`src/hdl/mii_timing_pkg.sv`:
```
// mii_timing_pkg: constants, structs and cycle counts for the nibble
// interface timing block.
// assumes one system clock at CLK_PERIOD_NS; all counts except SYNC_CYC derive from it.
package mii_timing_pkg;

  // ****************************************
  // clock and bit times
  // ****************************************
  localparam int CLK_PERIOD_NS  = 100;
  localparam int BIT_NS_10M     = 100;
  localparam int BIT_NS_100M    = 10;
  localparam int NIB_CLK_NS_10M = 400;
  localparam int NIB_CLK_NS_100M = 40;

  // longest allowed time, rounded down, never below one cycle
  function automatic int max_cyc(input int bits, input int bit_ns);
    int c;
    c = (bits * bit_ns) / CLK_PERIOD_NS;
    return (c < 1) ? 1 : c;
  endfunction

  localparam int HALF_10M  = max_cyc(1, NIB_CLK_NS_10M / 2);
  localparam int HALF_100M = max_cyc(1, NIB_CLK_NS_100M / 2);
  localparam logic [1:0] HALF_10M_C  = 2'(HALF_10M);
  localparam logic [1:0] HALF_100M_C = 2'(HALF_100M);
  localparam logic [1:0] ONE_C       = 2'h1;
  localparam logic [1:0] ZERO_C      = 2'h0;

  // ****************************************
  // latencies in bit times and in cycles
  // ****************************************
  localparam int RX_LAT_BITS     = 7;
  localparam int TX10_LAT_BITS   = 2;
  localparam int TX100_LAT_BITS  = 3;
  localparam int CRS_ON100_BITS  = 4;
  localparam int CRS_ON10_BITS   = 2;
  localparam int CRS_OFF_BITS    = 4;
  localparam int RX_LAT_CYC      = max_cyc(RX_LAT_BITS, BIT_NS_10M);
  localparam int TX10_LAT_CYC    = max_cyc(TX10_LAT_BITS, BIT_NS_10M);
  localparam int TX100_LAT_CYC   = max_cyc(TX100_LAT_BITS, BIT_NS_100M);
  localparam int CRS_ON100_CYC   = max_cyc(CRS_ON100_BITS, BIT_NS_100M);
  localparam int CRS_ON10_CYC    = max_cyc(CRS_ON10_BITS, BIT_NS_10M);
  localparam int CRS_OFF_CYC     = max_cyc(CRS_OFF_BITS, BIT_NS_100M);
  localparam int SYNC_CYC        = 2;

  // ****************************************
  // nibble, symbols and synchroniser lanes
  // ****************************************
  localparam int         NIB_W     = 4;
  localparam logic [1:0] NIB_LAST  = 2'h3;
  localparam logic       J_FIRST   = 1'b1;
  localparam logic       H_FIRST   = 1'b0;
  localparam int         SYNC_W    = 5;
  localparam int         IDX_ACT   = 0;
  localparam int         IDX_DAT   = 1;
  localparam int         IDX_ERR   = 2;
  localparam int         IDX_MDC   = 3;
  localparam int         IDX_MDIO  = 4;

  typedef struct packed {
    logic             en;
    logic             er;
    logic [NIB_W-1:0] d;
  } mii_tx_s;

  typedef struct packed {
    logic             dv;
    logic             er;
    logic [NIB_W-1:0] d;
  } mii_rx_s;

  typedef struct packed {
    logic act;
    logic dat;
  } line_tx_s;

  typedef struct packed {
    logic act;
    logic dat;
    logic err;
  } line_rx_s;

endpackage

```
`src/hdl/pin_sync.sv`:
```
// pin_sync: two-flop synchronisers for the asynchronous pin inputs,
// with a rising-edge flag taken from the settled stages only.
// assumes inputs are quasi-static over at least two system clocks.
`timescale 1ns/1ps
module pin_sync (
  input  wire logic                                clk_sys_i,
  input  wire logic                                rst_n_i,
  input  wire logic                                ce_i,
  input  wire logic [mii_timing_pkg::SYNC_W-1:0]   async_i,
  output logic      [mii_timing_pkg::SYNC_W-1:0]   lvl_o,
  output logic      [mii_timing_pkg::SYNC_W-1:0]   rise_o
);
  import mii_timing_pkg::*;

  logic [SYNC_W-1:0] meta;
  logic [SYNC_W-1:0] stage;
  logic [SYNC_W-1:0] last;

  // ****************************************
  // synchroniser stages
  // ****************************************
  always_ff @(posedge clk_sys_i) begin
    if (!rst_n_i) begin
      meta  <= '0;
      stage <= '0;
      last  <= '0;
    end else if (ce_i) begin
      meta  <= async_i;
      stage <= meta;
      last  <= stage;
    end
  end

  assign lvl_o  = stage;
  assign rise_o = stage & ~last;

endmodule

```
`src/hdl/phy_mii_datapath_timing.sv`:
```
// phy_mii_datapath_timing: nibble interface clocks, transmit and receive
// datapath latencies and transmit carrier sense of a 10/100 PHY.
// assumes the MAC runs on logic clocked by clk_sys_i; line and management
// pins are asynchronous and are synchronised here.
//
// Overview of operation
// - receive clock period is 400 ns at 10M, 40 ns at 100M; here 200 ns at 100M, one cycle per half
// - transmit nibble, enable and error sampled on transmit clock rise
// - receive nibble, valid and error launched for capture on rx rise
// - management write bit taken on clock rise; read bit launched after
// - 10M receive nibble presented within 7 bit times of first line bit
// - 10M first line bit within 2 bit times of sampling the nibble
// - 100M first bit of J within 3 bit times of enable sampled; here one cycle, 10 bit times
// - 100M half duplex: carrier sense on within 4 bit times; here one cycle, 10 bit times
// - half duplex: carrier sense off within 4 bit times of enable off; at 100M here one cycle, 10 bit times
// - 10M half duplex: carrier sense on within 2 bit times
// - at 10M one bit time is 100 ns
`timescale 1ns/1ps
module phy_mii_datapath_timing (
  input  wire logic                      clk_sys_i,
  input  wire logic                      rst_n_i,
  input  wire logic                      ce_i,
  input  wire logic                      speed_100_i,
  input  wire logic                      half_duplex_i,
  input  wire mii_timing_pkg::mii_tx_s   mii_tx_i,
  output logic                           tx_clk_o,
  output logic                           rx_clk_o,
  output mii_timing_pkg::mii_rx_s        mii_rx_o,
  output logic                           crs_o,
  input  wire mii_timing_pkg::line_rx_s  line_receive_pair_i,
  output mii_timing_pkg::line_tx_s       line_transmit_pair_o,
  input  wire logic                      mdc_i,
  input  wire logic                      mdio_i,
  output logic                           mdio_o,
  output logic                           mdio_oe_o,
  input  wire logic                      mgmt_rd_bit_i,
  input  wire logic                      mgmt_rd_en_i,
  output logic                           mgmt_wr_bit_o,
  output logic                           mgmt_wr_stb_o
);
  import mii_timing_pkg::*;

  localparam int RX_WAIT     = RX_LAT_CYC - SYNC_CYC;
  localparam int CRS_ON100_W = CRS_ON100_CYC;
  localparam int CRS_ON10_W  = CRS_ON10_CYC;
  localparam int CRS_OFF_W   = CRS_OFF_CYC;

  logic [SYNC_W-1:0] pin_lvl;
  logic [SYNC_W-1:0] pin_rise;
  logic [1:0]        half;
  logic [1:0]        tx_cnt;
  logic [1:0]        rx_cnt;
  logic              tx_tick;
  logic              rx_fall;
  logic              tx_on;
  logic [2:0]        tx_sh;
  logic [1:0]        bcnt;
  logic [2:0]        rx_sh;
  logic              rx_load;

  // ****************************************
  // pin synchronisers
  // ****************************************
  pin_sync u_sync (
    .clk_sys_i (clk_sys_i),
    .rst_n_i   (rst_n_i),
    .ce_i      (ce_i),
    .async_i   ({mdio_i, mdc_i, line_receive_pair_i.err,
                 line_receive_pair_i.dat, line_receive_pair_i.act}),
    .lvl_o     (pin_lvl),
    .rise_o    (pin_rise)
  );

  // ****************************************
  // nibble clocks
  // ****************************************
  // half period by rate
  assign half    = speed_100_i ? HALF_100M_C : HALF_10M_C;
  assign tx_tick = (tx_cnt == half - ONE_C) && !tx_clk_o;
  assign rx_fall = (rx_cnt == half - ONE_C) && rx_clk_o;

  always_ff @(posedge clk_sys_i) begin
    if (!rst_n_i) begin
      tx_cnt   <= ZERO_C;
      tx_clk_o <= 1'b0;
    end else if (ce_i) begin
      if (tx_cnt == half - ONE_C) begin
        tx_cnt   <= ZERO_C;
        tx_clk_o <= ~tx_clk_o;
      end else begin
        tx_cnt <= tx_cnt + ONE_C;
      end
    end
  end

  // receive clock, realigned to each nibble load
  always_ff @(posedge clk_sys_i) begin
    if (!rst_n_i) begin
      rx_cnt   <= ZERO_C;
      rx_clk_o <= 1'b0;
    end else if (ce_i) begin
      if (rx_load) begin
        rx_cnt   <= ZERO_C;
        rx_clk_o <= 1'b0;
      end else if (rx_cnt == half - ONE_C) begin
        rx_cnt   <= ZERO_C;
        rx_clk_o <= ~rx_clk_o;
      end else begin
        rx_cnt <= rx_cnt + ONE_C;
      end
    end
  end

  // ****************************************
  // transmit path
  // ****************************************
  // sample on tx rise, emit first bit next cycle
  always_ff @(posedge clk_sys_i) begin
    if (!rst_n_i) begin
      tx_on                <= 1'b0;
      tx_sh                <= '0;
      line_transmit_pair_o <= '0;
    end else if (ce_i) begin
      if (tx_tick) begin
        tx_on <= mii_tx_i.en;
        tx_sh <= mii_tx_i.d[NIB_W-1:1];
        line_transmit_pair_o.act <= mii_tx_i.en;
        if (!mii_tx_i.en) begin
          line_transmit_pair_o.dat <= 1'b0;
        end else if (speed_100_i && !tx_on) begin
          line_transmit_pair_o.dat <= J_FIRST;
        end else if (speed_100_i && mii_tx_i.er) begin
          line_transmit_pair_o.dat <= H_FIRST;
        end else begin
          line_transmit_pair_o.dat <= mii_tx_i.d[0];
        end
      end else if (!speed_100_i) begin
        line_transmit_pair_o.dat <= tx_sh[0];
        tx_sh <= {1'b0, tx_sh[2:1]};
      end
    end
  end

  // carrier sense follows enable in half duplex, or receive activity, each cycle
  always_ff @(posedge clk_sys_i) begin
    if (!rst_n_i) begin
      crs_o <= 1'b0;
    end else if (ce_i) begin
      crs_o <= (half_duplex_i && mii_tx_i.en) || pin_lvl[IDX_ACT];
    end
  end

  // ****************************************
  // receive path
  // ****************************************
  assign rx_load = pin_lvl[IDX_ACT] && (bcnt == NIB_LAST);

  // deserialise one line bit per system clock cycle, which is one bit time at 10M only
  always_ff @(posedge clk_sys_i) begin
    if (!rst_n_i) begin
      bcnt  <= ZERO_C;
      rx_sh <= '0;
    end else if (ce_i) begin
      if (pin_lvl[IDX_ACT]) begin
        bcnt  <= bcnt + ONE_C;
        rx_sh <= {pin_lvl[IDX_DAT], rx_sh[2:1]};
      end else begin
        bcnt <= ZERO_C;
      end
    end
  end

  // nibble launched on receive clock fall
  always_ff @(posedge clk_sys_i) begin
    if (!rst_n_i) begin
      mii_rx_o <= '0;
    end else if (ce_i) begin
      if (rx_load) begin
        mii_rx_o.dv <= 1'b1;
        mii_rx_o.er <= pin_lvl[IDX_ERR];
        mii_rx_o.d  <= {pin_lvl[IDX_DAT], rx_sh};
      end else if (!pin_lvl[IDX_ACT] && rx_fall) begin
        mii_rx_o <= '0;
      end
    end
  end

  // ****************************************
  // management bit timing
  // ****************************************
  // take write bit at clock rise, launch read bit after it
  always_ff @(posedge clk_sys_i) begin
    if (!rst_n_i) begin
      mgmt_wr_bit_o <= 1'b0;
      mgmt_wr_stb_o <= 1'b0;
      mdio_o        <= 1'b0;
      mdio_oe_o     <= 1'b0;
    end else if (ce_i) begin
      mgmt_wr_stb_o <= pin_rise[IDX_MDC];
      if (pin_rise[IDX_MDC]) begin
        mgmt_wr_bit_o <= pin_lvl[IDX_MDIO];
        mdio_o        <= mgmt_rd_bit_i;
        mdio_oe_o     <= mgmt_rd_en_i;
      end
    end
  end

  // ****************************************
  // assertions
  // ****************************************
  property p_rx_period;
    @(posedge clk_sys_i) disable iff (!rst_n_i || !ce_i)
      (!speed_100_i && !rx_load && $rose(rx_clk_o))
      ##1 (!speed_100_i && !rx_load) [*3] |=> $rose(rx_clk_o);
  endproperty
  a_rx_period: assert property (p_rx_period)
    else $error("receive clock period wrong at 10M");

  property p_tx_period;
    @(posedge clk_sys_i) disable iff (!rst_n_i || !ce_i)
      (!speed_100_i && $rose(tx_clk_o)) ##1 !speed_100_i [*3]
      |=> $rose(tx_clk_o);
  endproperty
  a_tx_period: assert property (p_tx_period)
    else $error("transmit clock period not four bit times");

  property p_tx_sample;
    @(posedge clk_sys_i) disable iff (!rst_n_i || !ce_i)
      tx_tick |=> $rose(tx_clk_o) && (tx_on == $past(mii_tx_i.en));
  endproperty
  a_tx_sample: assert property (p_tx_sample)
    else $error("transmit enable not sampled at clock rise");

  property p_rx_launch;
    @(posedge clk_sys_i) disable iff (!rst_n_i || !ce_i)
      $changed(mii_rx_o) |-> !rx_clk_o;
  endproperty
  a_rx_launch: assert property (p_rx_launch)
    else $error("receive data changed while receive clock high");

  property p_mdio_launch;
    @(posedge clk_sys_i) disable iff (!rst_n_i || !ce_i)
      $changed(mdio_o) |-> $past(pin_rise[IDX_MDC]);
  endproperty
  a_mdio_launch: assert property (p_mdio_launch)
    else $error("read bit launched away from clock rise");

  property p_rx_latency;
    @(posedge clk_sys_i) disable iff (!rst_n_i || !ce_i)
      (!speed_100_i && pin_rise[IDX_ACT]) |-> ##[1:RX_WAIT] mii_rx_o.dv;
  endproperty
  a_rx_latency: assert property (p_rx_latency)
    else $error("receive nibble late");

  property p_tx10_latency;
    @(posedge clk_sys_i) disable iff (!rst_n_i || !ce_i)
      (!speed_100_i && tx_tick && mii_tx_i.en)
      |=> line_transmit_pair_o.act
          && (line_transmit_pair_o.dat == $past(mii_tx_i.d[0]));
  endproperty
  a_tx10_latency: assert property (p_tx10_latency)
    else $error("first line bit late at 10M");

  property p_tx100_j;
    @(posedge clk_sys_i) disable iff (!rst_n_i || !ce_i)
      (speed_100_i && tx_tick && mii_tx_i.en && !tx_on)
      |=> line_transmit_pair_o.act && line_transmit_pair_o.dat;
  endproperty
  a_tx100_j: assert property (p_tx100_j)
    else $error("start symbol late at 100M");

  property p_crs_on100;
    @(posedge clk_sys_i) disable iff (!rst_n_i || !ce_i)
      (speed_100_i && half_duplex_i && mii_tx_i.en)
      |-> ##[1:CRS_ON100_W] crs_o;
  endproperty
  a_crs_on100: assert property (p_crs_on100)
    else $error("carrier sense late at 100M");

  property p_crs_on10;
    @(posedge clk_sys_i) disable iff (!rst_n_i || !ce_i)
      (!speed_100_i && half_duplex_i && $rose(mii_tx_i.en))
      |-> ##[1:CRS_ON10_W] crs_o;
  endproperty
  a_crs_on10: assert property (p_crs_on10)
    else $error("carrier sense late at 10M");

  property p_crs_off;
    @(posedge clk_sys_i) disable iff (!rst_n_i || !ce_i)
      (half_duplex_i && $fell(mii_tx_i.en) && !pin_lvl[IDX_ACT])
      ##1 !pin_lvl[IDX_ACT] |-> ##[0:CRS_OFF_W] !crs_o;
  endproperty
  a_crs_off: assert property (p_crs_off)
    else $error("carrier sense held too long");

endmodule

```
`config.mk`:
```
export PLATFORM = sky130hd
export DESIGN_NAME = phy_mii_datapath_timing
export DESIGN_NICKNAME = d
export VERILOG_FILES = /design/src/hdl/mii_timing_pkg.sv /design/src/hdl/pin_sync.sv /design/src/hdl/phy_mii_datapath_timing.sv
export SDC_FILE = /design/constraint.sdc
export NUM_CORES = 1
export LEC_CHECK = 0
export ABC_AREA = 1
export BUFFER_PORTS_ARGS = -buffer_cell sky130_fd_sc_hd__buf_2
export CAP_MARGIN = 15
export CORE_ASPECT_RATIO = 0.8
export CORE_MARGIN = 2
export CORE_UTILIZATION = 48
export CTS_CLUSTER_DIAMETER = 150
export DETAILED_ROUTE_END_ITERATION = 12
export PLACE_DENSITY_LB_ADDON = 0.2
export SETUP_SLACK_MARGIN = 0.5
export SLEW_MARGIN = 20
export SYNTH_ARGS = -nofsm -noshare
export SYNTH_HDL_FRONTEND = slang
export SYNTH_SLANG_ARGS = --single-unit
```
`constraint.sdc`:
```
create_clock -name clk_sys_i -period 1.1 [get_ports clk_sys_i]
set_input_delay 0.055 -clock clk_sys_i [delete_from_list [all_inputs] [get_ports clk_sys_i]]
set_output_delay 0.055 -clock clk_sys_i [all_outputs]
set_load 0.01 [all_outputs]
```
==> results of run 1 <==
==> logic make-up after synthesis <==
logic type                 count (synthesis)  share of synthesized area
DFF                                       38                      0.479
AOI/OAI and AO/OA                         38                      0.125
buffers and inverters                     22                     0.0701
adders and majority gates                  1                    0.00788
and+or+nand+nor                          111                      0.318
==> worst max-delay path, cell delays in order (launching register included) <==
cell and delay (ns):
sky130_fd_sc_hd__dfxtp_4 0.37, sky130_fd_sc_hd__nand2_4 0.06, sky130_fd_sc_hd__nand2_4 0.06, sky130_fd_sc_hd__nor2_4 0.16, sky130_fd_sc_hd__nand2_4 0.10, sky130_fd_sc_hd__nand2_1 0.09, sky130_fd_sc_hd__nand2_1 0.08, sky130_fd_sc_hd__nor2_2 0.08
sky130_fd_sc_hd__nor2_1 0.05
==> area by class of cell <==
cell class / instances / area (um^2) / area share
clock inverter: 2 / 10.0 / 0.00436
tap: 40 / 50.0 / 0.0218
inverter: 13 / 56.3 / 0.0245
clock buffer: 6 / 72.6 / 0.0316
timing repair buffer: 46 / 367 / 0.160
sequential: 38 / 803 / 0.350
multi-input combinational: 150 / 935 / 0.408
==> power groups by stage <==
stage               clock network (mW)  logic [mW]  registers, mW
floorplan                            0       0.289           1.54
global route                     0.988       0.586           1.54
detailed placement                   0       0.388           1.54
CTS                              0.941       0.451           1.52
finish                           0.928       0.527           1.53
global placement                     0       0.385           1.53
==> per-stage QoR <==
step | cells | hold slack (ns) | utilization | setup TNS (ns) | area [um^2]
final | 295 | -0.0195 | 0.733 | -0.0940 | 2290
after global routing | 295 | -0.00937 | 0.733 | -0.467 | 2290
after CTS | 291 | -0.0195 | 0.684 | -0.00331 | 2140
after detailed placement | 279 | 0.283 | 0.584 | 0 | 1830
after global placement | 279 | 0.277 | 0.584 | 0 | 1830
after floorplan | 210 | 0.190 | - | 0 | 1660
==> cell usage in the layout (no fill, tap or decap), types with 4 or more instances in the layout <==
cell type	instances
sky130_fd_sc_hd__o21ai_2	8
sky130_fd_sc_hd__nand2_2	10
sky130_fd_sc_hd__inv_1	6
sky130_fd_sc_hd__buf_2	17
sky130_fd_sc_hd__o21ai_1	5
sky130_fd_sc_hd__inv_2	5
sky130_fd_sc_hd__nor2_2	6
sky130_fd_sc_hd__nand3_1	5
sky130_fd_sc_hd__clkbuf_8	5
sky130_fd_sc_hd__dfxtp_2	25
sky130_fd_sc_hd__buf_6	17
sky130_fd_sc_hd__dfxtp_1	10
sky130_fd_sc_hd__buf_4	12
sky130_fd_sc_hd__nor2_4	4
sky130_fd_sc_hd__nor2_1	34
sky130_fd_sc_hd__nand2_4	9
sky130_fd_sc_hd__nand2_1	33
sky130_fd_sc_hd__a21oi_1	11
sky130_fd_sc_hd__a21oi_2	7
==> worst paths after layout <==
check                                              start                          end  slack (ns)
worst max-delay path              tx_cnt[0]$_SDFFE_PN0P_        tx_sh[0]$_SDFFE_PN0P_       -0.05
worst min-delay path              line_receive_pair_i[0]  u_sync.meta[2]$_SDFFE_PN0P_       -0.02
worst max register to register    tx_cnt[0]$_SDFFE_PN0P_        tx_sh[0]$_SDFFE_PN0P_       -0.05
worst min register to register  mii_rx_o[1]$_SDFFE_PN0P_     mii_rx_o[1]$_SDFFE_PN0P_        0.47
==> state kept, by name, summed over array words and instances (netlist names) <==
register / count
mii_rx_o: 6
rx_sh: 3
rx_clk_o: 1
line_transmit_pair_o: 1
mgmt_wr_bit_o: 1
tx_on: 1
tx_cnt: 2
mgmt_wr_stb_o: 1
u_sync.lvl_o: 5
rx_cnt: 2
bcnt: 2
tx_sh: 3
mdio_oe_o: 1
u_sync.last: 1
u_sync.meta: 5
mdio_o: 1
tx_clk_o: 1
crs_o: 1
==> metal layers <==
layer | vias up | GRT usage
li1 | 764 | -
met1 | 684 | 0.263
met2 | 24 | 0.319
met3 | 7 | 0.0489
met4 | 0 | 0.0714
met5 | - | 0
==> timing repair <==
item                                   4_1_cts  5_1_grt
setup endpoints to repair                   49       52
buffers inserted                             4        4
endpoints found under the hold margin        6        3
gates resized for setup                     63       38
pin swaps                                   18       12
==> impl_metrics.ini, run 1 <==
[timing]
timing.fmax_mhz = 867
fin_skew_ns = 0.00536
layout_setup_ws_ns = -0.0536
setup_violations = 4
hold_violations = 6
min_period_over_period = 1.05
rsz_0062_raised_after_global_routing = true
relSlewSlack = 0.783
slew_viol_final = 0
timing.hold.ws_ns = -0.0195
tightest_slew_ns = 0.325
finalCriticalPeriod_ns = 1.15

[global_route]
overflow = 0
antenna_found_initial = 0
number_of_global_route_vias_before_repair = 1384
grt_first_pass_wirelength_mm = 5.87
grt.total_usage = 0.201
grt_start_max_net_pins = 21

[die]
rows = 18
floorplan.initialDensity = 0.507
floorplan.core_area_um2 = 3130
die-height_um = 55.4
num_io_pins = 33
dieArea_um2 = 3790
chip_width_um = 68.3

[worst_hold_path]
hold-path-cell-count = 3
type_of_the_worst_min_delay_path = in -> reg

[power_and_ir_drop]
power.sequential.fraction = 0.512
power.density_cell_area_nw_per_um2 = 1300
power.total_mw = 2.98
p_switching_mw = 0.851
p_clk_frac = 0.311
power_switching_share = 0.285
static-leakage-power_nw = 1.00
internal_power_mw = 2.13
max-vdd-ir-drop_uv = 798
share_comb_of_total_power = 0.177

[detailed_routing]
drc = 0
detail-route-antenna-nets = 0
wl_met3_um = 135
route.detailed.vias_per_inst = 5.01
routed_wire_length_per_instance_um = 12.5
drtIter0Drc = 65
wirelength_met1_mm = 1.67
routed.top_layer = met4
postRouteWirelength_mm = 3.70
dr_total_vias = 1479
drtPass1Iterations = 4
dr_wl_met2_mm = 1.83

[setup_path]
worstPathRequired_ns = 1.29
critPathCaptureType = register
number_of_cells_traversed_by_the_worst_register_to_register_path = 8
worst-path-max-fanout = 4
critPathKind = reg -> reg
critPathArrivalTime_ns = 1.35
critical_path.startpoint_type = register

[run_status]
status = finished, violations left
failed_checks = hold timing, setup timing

[clocking]
clock_sinks = 38
cts-buffers-inserted = 5
cts_tree = done
cts.htree.levels = 2
cts.path.max_buffers = 2
clockRootBuffer = sky130_fd_sc_hd__clkbuf_8
clk_transition_reported_paths_ns = 0.08
insertion_delay_of_the_later_clocked_pin_in_the_worst_skew_pair_ns = 0.29

[job]
timing.max_cap.violations = 0

[logic_synthesis]
synth.yosys.seq_area_share = 0.479
yosys.cell_types.count = 27
ys_seq_elements = 38
ys_async_sr_fraction = 0
netlist_area_um2 = 1590
syn_nets = 229
synthesis.instances = 210
synthFlopType = sky130_fd_sc_hd__dfxtp_1
synth.most_common_cell = sky130_fd_sc_hd__nand2_1
synthDominantCellAreaShare = 0.479
ys_top_cells_by_area = sky130_fd_sc_hd__dfxtp_1 (48%), sky130_fd_sc_hd__nand2_1 (11%), sky130_fd_sc_hd__nor2_1 (9.9%)
ys.warnings.count = 0
syn_area_per_cell_um2 = 7.56
netlist_top_cells_count = sky130_fd_sc_hd__nand2_1 (47), sky130_fd_sc_hd__nor2_1 (42), sky130_fd_sc_hd__dfxtp_1 (38), sky130_fd_sc_hd__a21oi_1 (18), sky130_fd_sc_hd__o21ai_0 (17)
synth_largest_area_cell = sky130_fd_sc_hd__dfxtp_1
number_of_synthesized_flops_with_an_enable_pin = 0

[placed_design]
io_buffer_count = 32
hpwlAfterDp_mm = 2.18
post-place-ws_ns = 0.00553
gp_congestion = 0.777

[final_layout]
antenna-diode-count = 0
finalNetCount = 273
layout-drive-gt1-share = 0.549
number_of_fill_cells_in_the_layout = 247
area_growth_syn_to_layout_pct = 44.4
No activity file was read; power rests on OpenSTA's default activity.
==> inputs of run 2 (changes only) <==
==> constraint.sdc (replaced) <==
create_clock -name clk_sys_i -period 1 [get_ports clk_sys_i]
set_input_delay 0.05 -clock clk_sys_i [delete_from_list [all_inputs] [get_ports clk_sys_i]]
set_output_delay 0.05 -clock clk_sys_i [all_outputs]
set_load 0.01 [all_outputs]
==> run 2 against run 1 <==
The flow still finishes with violations (hold timing, setup timing). Routed wire length decreased by 6.7%. Sequential share of layout area up 0.44 points. Sequential power increased by 9%. Design area is 0.93% lower. Worst hold slack worse by 0.00096 ns. Global-route usage fell by 0.19 points. Final cell count up 1.4%. Non-clock buffer count up 4. Combinational power rose by 8.7%. Fmax up 2.7%. Via count barely moved. Core utilization shrank 0.68 points. Critical path type unchanged. Largest cell class unchanged.
==> impl_metrics.ini, run 2 (synthesized netlist as in run 1, its figures left out) <==
[setup_path]
number_of_cells_traversed_by_the_worst_register_to_register_path = 8
critPathCaptureType = register
critPathArrivalTime_ns = 1.32
worst-path-max-fanout = 4
worst_setup_path_startpoint = tx_cnt[0]$_SDFFE_PN0P_
worstPathRequired_ns = 1.19
critPathKind = reg -> reg
regToRegStartpoint = tx_cnt[0]$_SDFFE_PN0P_
reg_to_reg_slack_setup_ns = -0.12
critical_path.startpoint_type = register
crit-reg2reg-capture = tx_sh[0]$_SDFFE_PN0P_

[detailed_routing]
detail-route-antenna-nets = 0
routed.top_layer = met4
wirelength_met1_mm = 1.72
drc = 0
wl_met3_um = 133
postRouteWirelength_mm = 3.45
routed_wire_length_per_instance_um = 11.5
dr_wl_met2_mm = 1.56
drtPass1Iterations = 4
route.detailed.vias_per_inst = 4.95
dr_total_vias = 1480
drtIter0Drc = 61

[timing]
layout_setup_ws_ns = -0.123
hold_violations = 7
fin_skew_ns = 0.00676
timing.fmax_mhz = 890
timing.hold.ws_ns = -0.0205
relSlewSlack = 0.814
slew_viol_final = 0
finalSetupTns_ns = -1.06
tightest_slew_ns = 0.279
min_period_over_period = 1.12
rsz_0062_raised_after_global_routing = true
setup_violations = 13
finalCriticalPeriod_ns = 1.12

[run_status]
failed_checks = hold timing, setup timing
status = finished, violations left

[clocking]
insertion_delay_of_the_later_clocked_pin_in_the_worst_skew_pair_ns = 0.29
clockRootBuffer = sky130_fd_sc_hd__clkbuf_8
cts.htree.levels = 2
cts_tree = done
cts.path.max_buffers = 2
clk_transition_reported_paths_ns = 0.07
clock_sinks = 38
cts-buffers-inserted = 5

[global_route]
grt_start_max_net_pins = 18
number_of_global_route_vias_before_repair = 1415
grt_first_pass_wirelength_mm = 5.80
grt.total_usage = 0.199
antenna_found_initial = 0
overflow = 0

[placed_design]
hpwlAfterDp_mm = 2.22
post-place-ws_ns = -0.0999
gp_congestion = 0.731
io_buffer_count = 32

[final_layout]
largest_register_ffs = 6
utilization = 0.726
top_register = mii_rx_o
finalNetCount = 277
layout.cells.most_common_list = sky130_fd_sc_hd__nand2_1 (38), sky130_fd_sc_hd__nor2_1 (37), sky130_fd_sc_hd__dfxtp_2 (27), sky130_fd_sc_hd__buf_2 (17), sky130_fd_sc_hd__buf_4 (17)
area_growth_syn_to_layout_pct = 43.1
layout-drive-gt1-share = 0.529
antenna-diode-count = 0
final_common_cell = sky130_fd_sc_hd__nand2_1

[power_and_ir_drop]
max-vdd-ir-drop_uv = 1160
power.density_cell_area_nw_per_um2 = 1470
power.total_mw = 3.34
static-leakage-power_nw = 0.997

[worst_hold_path]
hold-path-cell-count = 3
holdPathEnd = u_sync.meta[2]$_SDFFE_PN0P_
hold_path.startpoint = line_receive_pair_i[0]
type_of_the_worst_min_delay_path = in -> reg

[die]
dieArea_um2 = 3790
rows = 18
num_io_pins = 33
die-height_um = 55.4
chip_width_um = 68.3
floorplan.core_area_um2 = 3130
floorplan.initialDensity = 0.507

[job]
timing.max_cap.violations = 0
==> run 2: cell count changes in the layout (fill, tap and decap cells not counted), sizes merged <==
cell and delta:
buf +4, clkinv -1, inv +1
==> run 2: repair_timing <==
item,4_1_cts,5_1_grt
pin swaps,5,5
setup endpoints to repair,53,53
resized for setup,51,29
setup buffers,2,2
endpoints found under the hold margin,7,4
==> run 2: layer usage <==
metal	vias up	track usage
met3	5	0.0550
met5	-	0
met4	0	0.0771
li1	771	-
met1	679	0.260
met2	25	0.309
==> run 2: worst max-delay path: stages (launching register included) <==
cell and delay, ns:
sky130_fd_sc_hd__dfxtp_4 0.37, sky130_fd_sc_hd__nand2_4 0.06, sky130_fd_sc_hd__nand2_4 0.06, sky130_fd_sc_hd__nor2_4 0.16, sky130_fd_sc_hd__nand2_4 0.08, sky130_fd_sc_hd__nand2_2 0.07, sky130_fd_sc_hd__nand2_2 0.07, sky130_fd_sc_hd__nor2_1 0.11
sky130_fd_sc_hd__nor2_1 0.05
==> run 2: through the flow <==
step	instances	hold WS (ns)	area, um^2
after floorplan	210	0.185	1670
after global placement	287	0.272	1900
after detailed placement	287	0.278	1900
after CTS	297	-0.0234	2150
after global routing	299	-0.0140	2270
final	299	-0.0205	2270
==> run 2: worst max-delay path by stage <==
stage / to
floorplan: line_transmit_pair_o[0]$_SDFFE_PN0P_
global placement: tx_sh[0]$_SDFFE_PN0P_
detailed placement: tx_sh[1]$_SDFFE_PN0P_
CTS: tx_sh[1]$_SDFFE_PN0P_
global route: tx_sh[0]$_SDFFE_PN0P_
finish: tx_sh[0]$_SDFFE_PN0P_
==> run 2: final cells by class <==
cell class	count	area, um^2
Multi-Input combinational cell	150	876
Clock inverter	2	11.3
Fill cell	239	858
Tap cell	40	50.0
Clock buffer	6	82.6
Sequential cell	38	806
Timing Repair Buffer	50	393
Inverter	13	53.8
==> run 2: report_power, final <==
group,internal [mW],switching (mW)
Combinational,0.261,0.312
Sequential,1.61,0.0670
Clock,0.556,0.534
Total,2.42,0.913
